## src/include/cacsc_pkg.sv

```systemverilog
`default_nettype none
package cacsc_pkg;
  localparam int ANGLE_W = 9;
  localparam logic [ANGLE_W-1:0] ANGLE_MAX = 9'h167;
  localparam logic [ANGLE_W:0] FULL_TURN = 10'h168;
  localparam logic [ANGLE_W:0] TOP_DWELL = 10'h014;
  localparam logic [ANGLE_W-1:0] TOP_STOP_RESET = 9'h0d3;
  localparam logic [ANGLE_W-1:0] CARRY_LC_RESET = 9'h095;
  localparam logic [ANGLE_W-1:0] CARRY_STD_RESET = 9'h0aa;
  localparam logic [7:0] FAULT_SERIES = 8'h50;
  // overrun closure test start per switch 1/2 setting {sw1, sw2}
  localparam logic [ANGLE_W-1:0] TEST_START_11 = 9'h10e;
  localparam logic [ANGLE_W-1:0] TEST_START_10 = 9'h12c;
  localparam logic [ANGLE_W-1:0] TEST_START_01 = 9'h14a;
  localparam logic [ANGLE_W-1:0] TEST_START_00 = 9'h167;
  localparam int OPT_SW1 = 0;
  localparam int OPT_SW2 = 1;
  localparam int OPT_SW7 = 6;
  localparam int OPT_W = 8;
  localparam logic [1:0] CAPTURE_CYCLES = 2'h3;
  typedef enum logic [1:0] {
    CACSC_SEL_ANGLE_SPEED = 2'b00,
    CACSC_SEL_TOP_STOP = 2'b01,
    CACSC_SEL_CARRYUP = 2'b10
  } cacsc_sel_t;
endpackage
`default_nettype wire

```

## src/hw/cacsc_sync.sv

```systemverilog
`default_nettype none
module cacsc_sync #(
  parameter int W = 1
) (
  input wire logic clk_i,
  input wire logic resetn_i,
  input wire logic [W-1:0] d_i,
  output logic [W-1:0] q_o
);
  logic [W-1:0] meta_reg;
  logic [W-1:0] meta_next;
  logic [W-1:0] q_reg;
  logic [W-1:0] q_next;

  always_comb
  begin
    meta_next = d_i;
    q_next = meta_reg;
  end

  always_ff @(posedge clk_i)
  begin
    if (!resetn_i)
    begin
      meta_reg <= '0;
      q_reg <= '0;
    end
    else
    begin
      meta_reg <= meta_next;
      q_reg <= q_next;
    end
  end

  assign q_o = q_reg;
endmodule
`default_nettype wire

```

## src/hw/cacsc_top.sv

```systemverilog
// Behaviour
// - top-stop window is on from top-stop angle through 19 further degrees (20 in all)
// - window and overrun sensor on together raise an 80-series fault
// - past carry-up angle the stroke completes despite palm release
// - carry-up works the same for a foot-started single stroke
// - carry-up default is 149 with light curtain, else 170
// - carry-up edits allowed only while option switch 7 is off
// - option switches are sampled once after power-up only
// - in inch mode select steps to the next setting indicator
// - key plus raises, key minus lowers the selected angle
// - settings are stored when selection returns to angle/speed
// - angle/speed shows crank angle and strokes per minute
// - switches 1 and 2 pick the overrun closure test start angle
`default_nettype none
module cacsc_top (
  input wire logic clk_i,
  input wire logic resetn_i,
  input wire logic [8:0] crank_angle_i,
  input wire logic [9:0] speed_spm_i,
  input wire logic select_btn_i,
  input wire logic key_plus_i,
  input wire logic key_minus_i,
  input wire logic overrun_sensor_i,
  input wire logic palm_buttons_i,
  input wire logic foot_control_i,
  input wire logic inch_mode_i,
  input wire logic single_mode_i,
  input wire logic light_curtain_fw_i,
  input wire logic [7:0] option_switch_block_i,
  output logic top_stop_window_o,
  output logic overrun_fault_o,
  output logic [7:0] fault_code_o,
  output logic clutch_run_o,
  output logic carryup_passed_o,
  output logic overrun_test_active_o,
  output logic [1:0] display_sel_o,
  output logic [8:0] display_angle_o,
  output logic [9:0] display_spm_o,
  output logic commit_o,
  output logic [8:0] top_stop_angle_o,
  output logic [8:0] carryup_angle_o
);
  localparam int SW = 13 + cacsc_pkg::OPT_W - 8 + 4;

  logic [SW-1:0] raw_c;
  logic [SW-1:0] syn_c;
  logic sel_s, plus_s, minus_s, ovr_s, palm_s, foot_s, inch_s, single_s, lc_s;
  logic [cacsc_pkg::OPT_W-1:0] opt_s;

  assign raw_c = {select_btn_i, key_plus_i, key_minus_i, overrun_sensor_i,
                  palm_buttons_i, foot_control_i, inch_mode_i, single_mode_i,
                  light_curtain_fw_i, option_switch_block_i};

  cacsc_sync #(.W(SW)) u_sync (
    .clk_i(clk_i),
    .resetn_i(resetn_i),
    .d_i(raw_c),
    .q_o(syn_c)
  );

  assign {sel_s, plus_s, minus_s, ovr_s, palm_s, foot_s, inch_s, single_s,
          lc_s, opt_s} = syn_c;

  function automatic logic [8:0] ang_inc(input logic [8:0] v);
    ang_inc = (v == cacsc_pkg::ANGLE_MAX) ? 9'h000 : v + 9'h001;
  endfunction

  function automatic logic [8:0] ang_dec(input logic [8:0] v);
    ang_dec = (v == 9'h000) ? cacsc_pkg::ANGLE_MAX : v - 9'h001;
  endfunction

  logic [1:0] cap_cnt_reg, cap_cnt_next;
  logic opt_valid_reg, opt_valid_next;
  logic [cacsc_pkg::OPT_W-1:0] opt_reg, opt_next;
  logic sel_prev_reg, plus_prev_reg, minus_prev_reg;
  logic sel_prev_next, plus_prev_next, minus_prev_next;
  cacsc_pkg::cacsc_sel_t sel_reg, sel_next;
  logic [8:0] ts_work_reg, ts_work_next, ts_reg, ts_next;
  logic [8:0] cu_work_reg, cu_work_next, cu_reg, cu_next;
  logic win_reg, win_next, fault_reg, fault_next;
  logic [7:0] fault_code_reg, fault_code_next;
  logic active_reg, active_next, passed_reg, passed_next;
  logic run_reg, run_next, test_reg, test_next, commit_reg, commit_next;
  logic [8:0] disp_ang_reg, disp_ang_next;
  logic [9:0] disp_spm_reg, disp_spm_next;
  logic [9:0] diff_c;
  logic win_c, run_req_c, sel_rise_c, plus_rise_c, minus_rise_c;
  logic [8:0] test_ang_c;

  always_comb
  begin
    sel_rise_c = sel_s && !sel_prev_reg;
    plus_rise_c = plus_s && !plus_prev_reg;
    minus_rise_c = minus_s && !minus_prev_reg;
    if (crank_angle_i >= ts_reg)
      diff_c = {1'b0, crank_angle_i} - {1'b0, ts_reg};
    else
      diff_c = {1'b0, crank_angle_i} + cacsc_pkg::FULL_TURN - {1'b0, ts_reg};
    win_c = diff_c < cacsc_pkg::TOP_DWELL;
    run_req_c = palm_s || foot_s;
    case ({opt_reg[cacsc_pkg::OPT_SW1], opt_reg[cacsc_pkg::OPT_SW2]})
      2'b11: test_ang_c = cacsc_pkg::TEST_START_11;
      2'b10: test_ang_c = cacsc_pkg::TEST_START_10;
      2'b01: test_ang_c = cacsc_pkg::TEST_START_01;
      default: test_ang_c = cacsc_pkg::TEST_START_00;
    endcase

    cap_cnt_next = cap_cnt_reg;
    opt_valid_next = opt_valid_reg;
    opt_next = opt_reg;
    cu_next = cu_reg;
    cu_work_next = cu_work_reg;
    if (!opt_valid_reg)
    begin
      if (cap_cnt_reg == cacsc_pkg::CAPTURE_CYCLES)
      begin
        opt_valid_next = 1'b1;
        opt_next = opt_s;
        cu_next = lc_s ? cacsc_pkg::CARRY_LC_RESET
                       : cacsc_pkg::CARRY_STD_RESET;
        cu_work_next = cu_next;
      end
      else
        cap_cnt_next = cap_cnt_reg + 2'h1;
    end

    sel_prev_next = sel_s;
    plus_prev_next = plus_s;
    minus_prev_next = minus_s;
    sel_next = sel_reg;
    ts_work_next = ts_work_reg;
    ts_next = ts_reg;
    commit_next = 1'b0;
    if (inch_s && opt_valid_reg)
    begin
      if (sel_rise_c)
      begin
        case (sel_reg)
          cacsc_pkg::CACSC_SEL_ANGLE_SPEED:
            sel_next = cacsc_pkg::CACSC_SEL_TOP_STOP;
          cacsc_pkg::CACSC_SEL_TOP_STOP:
            sel_next = cacsc_pkg::CACSC_SEL_CARRYUP;
          default:
          begin
            sel_next = cacsc_pkg::CACSC_SEL_ANGLE_SPEED;
            ts_next = ts_work_reg;
            cu_next = cu_work_reg;
            commit_next = 1'b1;
          end
        endcase
      end
      else if (sel_reg == cacsc_pkg::CACSC_SEL_TOP_STOP)
      begin
        if (plus_rise_c)
          ts_work_next = ang_inc(ts_work_reg);
        else if (minus_rise_c)
          ts_work_next = ang_dec(ts_work_reg);
      end
      else if (sel_reg == cacsc_pkg::CACSC_SEL_CARRYUP
               && !opt_reg[cacsc_pkg::OPT_SW7])
      begin
        if (plus_rise_c)
          cu_work_next = ang_inc(cu_work_reg);
        else if (minus_rise_c)
          cu_work_next = ang_dec(cu_work_reg);
      end
    end

    win_next = win_c;
    // a new coincidence wins over the clearing select press
    fault_next = (win_reg && ovr_s)
                 || (fault_reg && !(sel_rise_c && inch_s));
    fault_code_next = fault_next ? cacsc_pkg::FAULT_SERIES : 8'h00;

    active_next = active_reg;
    passed_next = passed_reg;
    if (!active_reg)
    begin
      passed_next = 1'b0;
      active_next = single_s && run_req_c && opt_valid_reg;
    end
    else if (passed_reg && win_c)
    begin
      active_next = 1'b0; // stroke done at top stop
      passed_next = 1'b0;
    end
    else if (!passed_reg && !run_req_c)
      active_next = 1'b0; // released before carry-up: stop
    else if (crank_angle_i >= cu_reg && crank_angle_i < ts_reg)
      passed_next = 1'b1;
    run_next = active_next && (run_req_c || passed_next);
    test_next = crank_angle_i >= test_ang_c;

    disp_spm_next = speed_spm_i;
    case (sel_next)
      cacsc_pkg::CACSC_SEL_TOP_STOP: disp_ang_next = ts_work_next;
      cacsc_pkg::CACSC_SEL_CARRYUP: disp_ang_next = cu_work_next;
      default: disp_ang_next = crank_angle_i;
    endcase
  end

  always_ff @(posedge clk_i)
  begin
    if (!resetn_i)
    begin
      cap_cnt_reg <= 2'h0;
      opt_valid_reg <= 1'b0;
      opt_reg <= '0;
      sel_prev_reg <= 1'b0;
      plus_prev_reg <= 1'b0;
      minus_prev_reg <= 1'b0;
      sel_reg <= cacsc_pkg::CACSC_SEL_ANGLE_SPEED;
      ts_work_reg <= cacsc_pkg::TOP_STOP_RESET;
      ts_reg <= cacsc_pkg::TOP_STOP_RESET;
      cu_work_reg <= cacsc_pkg::CARRY_STD_RESET;
      cu_reg <= cacsc_pkg::CARRY_STD_RESET;
      win_reg <= 1'b0;
      fault_reg <= 1'b0;
      fault_code_reg <= 8'h00;
      active_reg <= 1'b0;
      passed_reg <= 1'b0;
      run_reg <= 1'b0;
      test_reg <= 1'b0;
      commit_reg <= 1'b0;
      disp_ang_reg <= 9'h000;
      disp_spm_reg <= 10'h000;
    end
    else
    begin
      cap_cnt_reg <= cap_cnt_next;
      opt_valid_reg <= opt_valid_next;
      opt_reg <= opt_next;
      sel_prev_reg <= sel_prev_next;
      plus_prev_reg <= plus_prev_next;
      minus_prev_reg <= minus_prev_next;
      sel_reg <= sel_next;
      ts_work_reg <= ts_work_next;
      ts_reg <= ts_next;
      cu_work_reg <= cu_work_next;
      cu_reg <= cu_next;
      win_reg <= win_next;
      fault_reg <= fault_next;
      fault_code_reg <= fault_code_next;
      active_reg <= active_next;
      passed_reg <= passed_next;
      run_reg <= run_next;
      test_reg <= test_next;
      commit_reg <= commit_next;
      disp_ang_reg <= disp_ang_next;
      disp_spm_reg <= disp_spm_next;
    end
  end

  assign top_stop_window_o = win_reg;
  assign overrun_fault_o = fault_reg;
  assign fault_code_o = fault_code_reg;
  assign clutch_run_o = run_reg;
  assign carryup_passed_o = passed_reg;
  assign overrun_test_active_o = test_reg;
  assign display_sel_o = sel_reg;
  assign display_angle_o = disp_ang_reg;
  assign display_spm_o = disp_spm_reg;
  assign commit_o = commit_reg;
  assign top_stop_angle_o = ts_reg;
  assign carryup_angle_o = cu_reg;
endmodule
`default_nettype wire

```

## config.mk

```make
export PLATFORM = sky130hd
export DESIGN_NAME = cacsc_top
export DESIGN_NICKNAME = d
export VERILOG_FILES = /design/src/include/cacsc_pkg.sv /design/src/hw/cacsc_sync.sv /design/src/hw/cacsc_top.sv
export SDC_FILE = /design/constraint.sdc
export NUM_CORES = 1
export LEC_CHECK = 0
export BUFFER_PORTS_ARGS = -buffer_cell sky130_fd_sc_hd__buf_2
export CAP_MARGIN = 5
export CORE_MARGIN = 3
export CORE_UTILIZATION = 42
export CTS_CLUSTER_SIZE = 40
export DETAILED_ROUTE_END_ITERATION = 12
export REMOVE_ABC_BUFFERS = 1
export SYNTH_ARGS = -nofsm -noshare
export SYNTH_HDL_FRONTEND = slang
export SYNTH_SLANG_ARGS = --single-unit
```

## constraint.sdc

```tcl
create_clock -name clk_i -period 3.42 [get_ports clk_i]
set_input_delay 0.171 -clock clk_i [delete_from_list [all_inputs] [get_ports clk_i]]
set_output_delay 0.171 -clock clk_i [all_outputs]
set_load 0.05 [all_outputs]
```

After elaboration in Yosys (flattened, before gate mapping)

Index checks and enable logic that the tools add are counted.

Bits in registers: 119

Add/subtract/negate cells: 8
Order comparisons: 5
Equal/unequal tests: 10
Mux-type cells: 40
Bitwise operators: 3
Reduce and logical (&&, ||, !) cells: 32

Operators by type and width:

| kind                                                | number |
|---|---|
| 2-to-1 mux 9 bit                                    | 22 |
| greater-or-equal comparator 9 bit                   | 3 |
| one-hot mux 7 bit (3 select lines)                  | 1 |
| adder 9 x 1 -> 9 bit, second input constant         | 2 |
| equality test 9 bit, second input constant          | 2 |
| logical NOT 9 bit                                   | 2 |
| one-hot mux 9 bit (2 select lines)                  | 1 |
| subtractor 9 x 1 -> 9 bit, second input constant    | 2 |
| logical AND 1 bit                                   | 14 |
| adder 9 x 9 -> 10 bit, second input constant        | 1 |
| equality test 2 bit, second input constant          | 5 |
| < comparator 10 x 5 -> 1 bit, second input constant | 1 |
| 2-to-1 mux 1 bit                                    | 10 |
| 2-to-1 mux 10 bit                                   | 1 |
| subtractor 10 x 9 -> 10 bit                         | 1 |
| subtractor 9 x 9 -> 10 bit                          | 1 |
| < comparator 9 bit                                  | 1 |
| logical NOT 1 bit                                   | 7 |
| 2-to-1 mux 7 bit                                    | 1 |
| equality test 2 x 1 -> 1 bit, second input constant | 3 |
| 2-to-1 mux 6 bit                                    | 1 |
| AND reduction 3 bit                                 | 2 |
| 2-to-1 mux 2 bit                                    | 2 |
| one-hot mux 2 bit (2 select lines)                  | 1 |
| 6 further kinds                                     | 11 |

Longest topological paths before layout

Gate-level depths: netlist of run 1.

Word-level depth: 10
Mapped depth: 12
Gate-level depth less buffers: 10

Hierarchy

From an unflattened synthesis of run 1, not the netlist that was laid out.

Cell total of the unflattened synthesis: 707
Area, all modules: 6019.5 µm²

By module, submodules not included:

| module     | instances | cells each | area each (µm²) | sequential area each (µm²) |
|---|---|---|---|---|
| cacsc_top  | 1         | 636        | 5068.6          | 1461.4 |
| cacsc_sync | 1         | 71         | 950.9           | 680.7 |

Worst setup path after synthesis of run 1

No wires, ideal clock.

Path kind: register to register
Start: reg ts_reg[2], in the netlist top_stop_angle_o[2]
End: reg passed_reg, in the netlist carryup_passed_o
Arrival time: 3.337 ns
Slack: -0.053 ns
Cell stages (with the launch flop): 12
Path buffers: 1
Clock period less this slack: 3.473 ns
Cell sequence: dfxtp_1 -> inv_1 -> ha_1 -> clkbuf_1 -> inv_1 -> fa_1 -> or2_2 -> a21boi_1 -> o221ai_1 -> a2111o_1 -> o2111ai_1 -> o22ai_1

Word-level cells in the longest chain between the ends: 6
Elaborated cells between the ends (all ways): 12

RTL lines:

| element                                                                 | RTL line                           | text |
|---|---|---|
| from (decl)                                                             | cacsc_top.sv:78                    | `logic [8:0] ts_work_reg, ts_work_next, ts_reg, ts_next;` |
| from (signal assigned)                                                  | cacsc_top.sv:214                   | `ts_reg <= cacsc_pkg::TOP_STOP_RESET;` |
| from (signal assigned)                                                  | cacsc_top.sv:238                   | `ts_reg <= ts_next;` |
| subtractor 10 x 9 -> 10 bit (tied with other cells)                     | cacsc_top.sv:98                    | `diff_c = {1'b0, crank_angle_i} + cacsc_pkg::FULL_TURN - {1'b0, ts_reg};` |
| 2-to-1 mux 10 bit / logical AND 1 bit (equally long branches)           | cacsc_top.sv:95, cacsc_top.sv:189  |  |
| < comparator 10 x 5 -> 1 bit / 2-to-1 mux 1 bit (equally long branches) | cacsc_top.sv:99, cacsc_top.sv:189  |  |
| logical AND 1 bit / 2-to-1 mux 1 bit (equally long branches)            | cacsc_top.sv:182, cacsc_top.sv:187 |  |
| 2-to-1 mux 1 bit (*)                                                    | cacsc_top.sv:182                   | `else if (passed_reg && win_c)` |
| 2-to-1 mux 1 bit (*)                                                    | cacsc_top.sv:177                   | `if (!active_reg)` |
| to (signal assigned)                                                    | cacsc_top.sv:245                   | `passed_reg <= passed_next;` |
| to (decl)                                                               | cacsc_top.sv:82                    | `logic active_reg, active_next, passed_reg, passed_next;` |

Every way passes the cells marked *; elsewhere a longest branch is shown, timed or not.
A chain may end at the register's enable or synchronous reset.

Worst setup path after layout of run 1

Start: reg ts_reg[1], in the netlist top_stop_angle_o[1]
End: reg active_reg

Word-level cells in the longest chain between the ends: 6
Elaborated cells between the ends (all ways): 8

RTL lines:

| element                                             | RTL line         | text |
|---|---|---|
| subtractor 10 x 9 -> 10 bit (tied with other cells) | cacsc_top.sv:98  |  |
| 2-to-1 mux 10 bit (*)                               | cacsc_top.sv:95  | `if (crank_angle_i >= ts_reg)` |
| < comparator 10 x 5 -> 1 bit (*)                    | cacsc_top.sv:99  | `win_c = diff_c < cacsc_pkg::TOP_DWELL;` |
| logical AND 1 bit (*)                               | cacsc_top.sv:182 |  |
| 2-to-1 mux 1 bit (*)                                | cacsc_top.sv:182 |  |
| 2-to-1 mux 1 bit (*)                                | cacsc_top.sv:177 |  |
| to (signal assigned)                                | cacsc_top.sv:244 | `active_reg <= active_next;` |
| to (decl)                                           | cacsc_top.sv:82  |  |

Marked as above.

==> impl_metrics.yaml, run 1 <==
routing:
  post-route-drc-count: 0
  ant_nets: 0
  wire_per_inst_microns: 18.1
  drt-total-wl_microns: 17200
  dr_total_vias: 5524
  dr.pass1.iters: 5
  first_iter_violations: 575
  vias_per_cell: 5.82
clock_network:
  ctsResizeCount: 0
  h-tree-depth: 3
  hold_buffers: 4
  cts_setup_buffers: 0
  clk_path_buf_depth: 2
  numCtsBuffers: 9
  clock-sinks: 97
  clkTransAtPathRegs_ns: 0.07
  insertion_delay_ns: 0.36
  clock-root-buffer: "clkbuf_16"
  tritoncts: "yes"
yosys:
  synth-async-reset-ratio_pct: 0
  syn_area_per_cell_sq_um: 8.36
  ys.flop_type: "dfxtp_1"
  synth_top_area_cell: "dfxtp_1"
  ys_top_cells_by_count: "dfxtp_1 (97), inv_1 (54), nand2_1 (48), and2_1 (47), nor2_1 (44)"
  synth_top_area_share_pct: 33.1
  synth-compound-area-share_pct: 22.3
  synthMuxAreaShare_pct: 0.341
  postSynthCellCount: 702
  yosysMostFrequentCell: "dfxtp_1"
  ys_seq_area_share_pct: 33.1
  synthSimpleGateAreaFrac_pct: 25.5
  synth_top_family_by_area: "simple AND/OR/NAND/NOR gates"
  synthTopCellsByArea: "dfxtp_1 (33%), ha_1 (9.2%), and2_1 (5.0%), a21oi_1 (3.7%), inv_1 (3.5%)"
  netlist_area_sq_mm: 0.00587
  synth_fa_ha_area_share_pct: 10.9
  synth.ff_latch_count: 97
  synth_edf_count: 0
  yosysWarnings: 0
  synth-xor-area-share_pct: 0.896
  synth.distinct_cells: 82
floorplan:
  core_sq_mm: 0.0135
  rows: 42
  initial_core_util_pct: 43.6
  ioPinCount: 91
  die_h_microns: 124
  dieWidth_microns: 124
  die-area_sq_mm: 0.0154
final_layout:
  antenna_cells: 0
  final_cells: 949
  regArea_sq_mm: 0.00194
  fin_nets: 854
  drive_gt1_share_pct: 15.8
  synthToLayoutAreaGrowth_pct: 14.3
  utilization_pct: 49.9
  multi_input_area_sq_mm: 0.00353
  nFillCells: 1317
pwr:
  finalPower_mw: 2.72
  ir_drop_uv: 295
  swShare_pct: 31.7
  p_switching_mw: 0.862
  power_frac_seq_pct: 45.0
  leakage_nw: 2.91
  internal_power_mw: 1.86
  power_frac_comb_pct: 17.2
  clkPwrFrac_pct: 37.8
  power.density_mw_per_mm2: 406
worst_hold_path:
  hold_path.class: "in -> reg"
  hp-start: "speed_spm_i[6]"
  hold_depth: 2
  holdPathEnd: "display_spm_o[6]"
run_status:
  status: "completed"
sta:
  max_freq_mhz: 313
  slew_headroom_pct: 30.9
  final-max-slew-violation-count: 0
  setup_viol: 0
  fin_crit_ns: 3.20
  hold_viol_final: 0
  fin_worst_skew_ns: 0.00878
  fin_crit_sh_pct: 93.5
  rsz0062_at_grt: "false"
  tns_ns: 0
  worst_pin_slew_ns: 1.04
global_route:
  first_global_vias: 5179
  groute.usage.overall_pct: 22.0
  grt_pass1_wl_microns: 27500
  grt_max_degree: 58
  gr-total-overflow: 0
  grt_antenna_before_repair: 0
setup_path:
  cp-end-kind: "register"
  reg2reg_slack_ns: 0.22
  r2r_start: "top_stop_angle_o[1]"
  reg2reg_depth: 10
  start_kind: "register"
  cp_data_required_time_ns: 3.63
  critical_path_class: "reg -> reg"
  timing.rr.end: "active_reg"
  crit_arrival_ns: 3.41
  crit_fanout: 8
place:
  place.gp.congestion: 0.880
  dp_cells: 929
  port_buffers: 79
  dpl.hpwl_microns: 12900
job:
  maxCapViolations: 0
==> layout make-up <==
class,count,area share (%)
Multi-Input combinational cell,513,52.7
Sequential cell,97,29.0
Timing Repair Buffer,93,7.61
Clock buffer,9,3.36
Tap cell,176,3.28
Inverter,54,3.02
Clock inverter,7,1.08
==> metal layers <==
| layer | track usage (%) | part of all wire, % |
|---|---|---|
| met2 | 34.3 | 45 |
| met5 | 0 | 0 |
| met1 | 30.0 | 45 |
| met4 | 8.12 | 2.1 |
| met3 | 4.55 | 7.0 |
==> power groups by stage <==
stage	Sequential [mW]	Clock, mW	Combinational [mW]
floorplan	1.31	0	0.245
global placement	1.25	0	0.450
detailed placement	1.25	0	0.459
CTS	1.22	1.05	0.465
global route	1.23	1.10	0.514
finish	1.23	1.03	0.468
==> through the flow <==
step	area (sq um)	hold WS, ns	setup WS (ns)
floorplan	5680	0.233	0.0717
global placement	6370	0.376	0.384
detailed placement	6370	0.379	0.243
CTS	6710	0.000316	0.249
global route	6710	0.00435	0.0273
finish	6710	0.0130	0.222
==> worst max-delay path, cell delays in order (launching register included) <==
cell and delay [ns]:
dfxtp_1 0.31, inv_1 0.07, ha_1 0.34, inv_1 0.18, fa_1 0.45, or2_2 0.31, a21boi_1 0.34, o221ai_1 0.18
a2111o_1 0.47, o2111ai_1 0.27, o21ai_0 0.13
==> cell usage in the layout, fill, tap and decap left out, types with 7 or more instances in the layout <==
cell       netlist  layout
dfxtp_1         97      97
buf_2            5      79
inv_1           54      54
nand2_1         48      48
and2_1          47      47
nor2_1          44      44
a21oi_1         43      43
ha_1            43      43
o21ai_0         28      28
nor3_1          22      22
nand2b_1        18      18
nand3_1         18      18
o211ai_1        11      11
nor2b_1         10      10
a31oi_1         10      10
buf_4            9      10
a211oi_1         9       9
clkbuf_16        0       9
nor4_1           8       8
a22oi_1          8       8
and3_1           7       7
and4_1           7       7
==> worst max path at each step <==
stage / start / cells after the start / slack, ns / to
2_1_floorplan: top_stop_angle_o[2] / 10 / 0.07 / carryup_passed_o
3_3_place_gp: crank_angle_i[1] / 10 / 0.38 / clutch_run_o
4_1_cts: top_stop_angle_o[2] / 10 / 0.25 / active_reg
6_report: top_stop_angle_o[1] / 10 / 0.22 / active_reg
3_5_place_dp: crank_angle_i[1] / 10 / 0.24 / active_reg
5_1_grt: top_stop_angle_o[2] / 10 / 0.03 / active_reg
==> logic make-up after synthesis <==
kind of cell | after synthesis
other | 1
buffers and inverters | 97
AND/OR/NAND/NOR | 267
flip-flops | 97
multiplexers | 2
AO/OA/AOI/OAI | 184
XOR/XNOR | 6
adder cells (fa/ha/maj) | 48
Note: power is estimated with default switching activity, not from simulation.
==> run 2: changes to the inputs <==
--- a/config.mk
+++ b/config.mk
@@ -8,9 +8,10 @@
 export BUFFER_PORTS_ARGS = -buffer_cell sky130_fd_sc_hd__buf_2
 export CAP_MARGIN = 5
 export CORE_MARGIN = 3
-export CORE_UTILIZATION = 42
+export CORE_UTILIZATION = 58
 export CTS_CLUSTER_SIZE = 40
 export DETAILED_ROUTE_END_ITERATION = 12
+export PLACE_DENSITY = 0.81
 export REMOVE_ABC_BUFFERS = 1
 export SYNTH_ARGS = -nofsm -noshare
 export SYNTH_HDL_FRONTEND = slang
==> impl_metrics.yaml, run 2 (same netlist as run 1, synthesis figures left out) <==
final_layout:
  mostFrequentLayoutCell: "dfxtp_1"
  nFillCells: 873
  fin_nets: 869
  drive_gt1_share_pct: 15.4
  final_cell_mix: "dfxtp_1 (97), buf_2 (79), inv_1 (54)"
  antenna_cells: 0
  synthToLayoutAreaGrowth_pct: 14.1
sta:
  slew_headroom_pct: 50.1
  fin_crit_ns: 3.20
  tns_ns: 0
  fin_worst_skew_ns: 0.0132
  hold_viol_final: 0
  fin_crit_sh_pct: 93.7
  setup_viol: 0
  rsz0062_at_grt: "false"
  final-max-slew-violation-count: 0
  max_freq_mhz: 312
  worst_pin_slew_ns: 0.749
clock_network:
  clock-sinks: 97
  cts_setup_buffers: 0
  clkTransAtPathRegs_ns: 0.10
  clock-root-buffer: "clkbuf_8"
  h-tree-depth: 3
  insertion_delay_ns: 0.37
  numCtsBuffers: 9
  tritoncts: "yes"
  clk_path_buf_depth: 2
global_route:
  gr-total-overflow: 0
  grt_antenna_before_repair: 0
  first_global_vias: 5211
  groute.usage.overall_pct: 28.8
  grt_max_degree: 30
  grt_pass1_wl_microns: 26300
floorplan:
  die_h_microns: 107
  initial_core_util_pct: 59.8
  die-area_sq_mm: 0.0114
  core_sq_mm: 0.00982
  ioPinCount: 91
  dieWidth_microns: 107
  rows: 36
place:
  place.gp.congestion: 0.962
  port_buffers: 79
  dpl.hpwl_microns: 12000
setup_path:
  crit_fanout: 10
  start_kind: "register"
  r2r_start: "top_stop_angle_o[2]"
  cp_data_required_time_ns: 3.65
  reg2reg_depth: 10
  crit_arrival_ns: 3.43
  critical_path_class: "reg -> reg"
  timing.rr.end: "active_reg"
  cp-end-kind: "register"
  reg2reg_slack_ns: 0.22
routing:
  post-route-drc-count: 0
  dr_total_vias: 5600
  dr.pass1.iters: 5
  first_iter_violations: 366
  drt-total-wl_microns: 16200
  wire_per_inst_microns: 17.6
  vias_per_cell: 6.08
  ant_nets: 0
worst_hold_path:
  holdPathEnd: "u_sync.meta_reg[6]"
  hp-start: "option_switch_block_i[6]"
  hold_path.class: "in -> reg"
  hold_depth: 2
run_status:
  status: "completed"
job:
  maxCapViolations: 0
pwr:
  finalPower_mw: 2.44
  ir_drop_uv: 374
  leakage_nw: 2.93
  power.density_mw_per_mm2: 364
-- run 2: changes by cell type in the layout (fill, tap and decap cells not counted), sizes merged --
cell	before	now
dlygate4sd3	4	19
clkbuf	9	10
inv	58	57
clkinvlp	1	0
clkinv	2	3
-- run 2: metal layers --
metal	track usage, %	vias up	wire length [microns]
met5	0	-	0
met4	7.12	0	263
met3	5.24	29	1290
met2	45.6	282	7560
met1	40.8	2620	7140
li1	-	2669	-
-- run 2: area by class of cell --
class	count	area, sq um	share of cell area (%)
clock inverters	6	60.1	0.897
multi-input cells	513	3530	52.8
flip-flops and latches	97	1940	29.0
clock buffers	10	128	1.91
inverters	54	203	3.03
repair buffers	108	661	9.87
well taps	133	166	2.49
-- run 2: metrics by stage --
stage	hold WS, ns	instances	cell area, sq um	setup slack, ns	utilization, %
floorplan	0.233	664	5680	0.0717	-
global placement	0.375	886	6310	0.343	64.3
detailed placement	0.380	886	6310	0.279	64.3
CTS	0.00122	921	6690	0.249	68.2
global route	0.00420	921	6690	0.0231	68.2
finish	0.00811	921	6690	0.216	68.2
-- run 2: worst max path at each step --
stage                                   start               end
final                     top_stop_angle_o[2]        active_reg
after global routing      top_stop_angle_o[2]      clutch_run_o
after CTS                 top_stop_angle_o[2]        active_reg
after detailed placement  top_stop_angle_o[2]        active_reg
after global placement    top_stop_angle_o[2]      clutch_run_o
after floorplan           top_stop_angle_o[2]  carryup_passed_o
-- run 2: repair_timing --
item / in CTS / in global routing
endpoints found under the hold margin: 19 / 0
hold buffers: 19 / 0
gates resized for setup: 0 / 0
-- run 2: critical path: stages (launching register included) --
cell	delay, ns
dfxtp_1	0.39
inv_1	0.09
ha_1	0.46
inv_1	0.15
fa_1	0.46
or2_2	0.30
a21boi_1	0.22
o221ai_1	0.15
a2111o_1	0.46
o2111ai_1	0.26
o21ai_0	0.11
-- run 2: power breakdown --
group,leakage [nW],internal [mW],switching (mW)
registers,0.794,1.18,0.0426
clock network,0.0946,0.282,0.452
logic,2.04,0.172,0.306
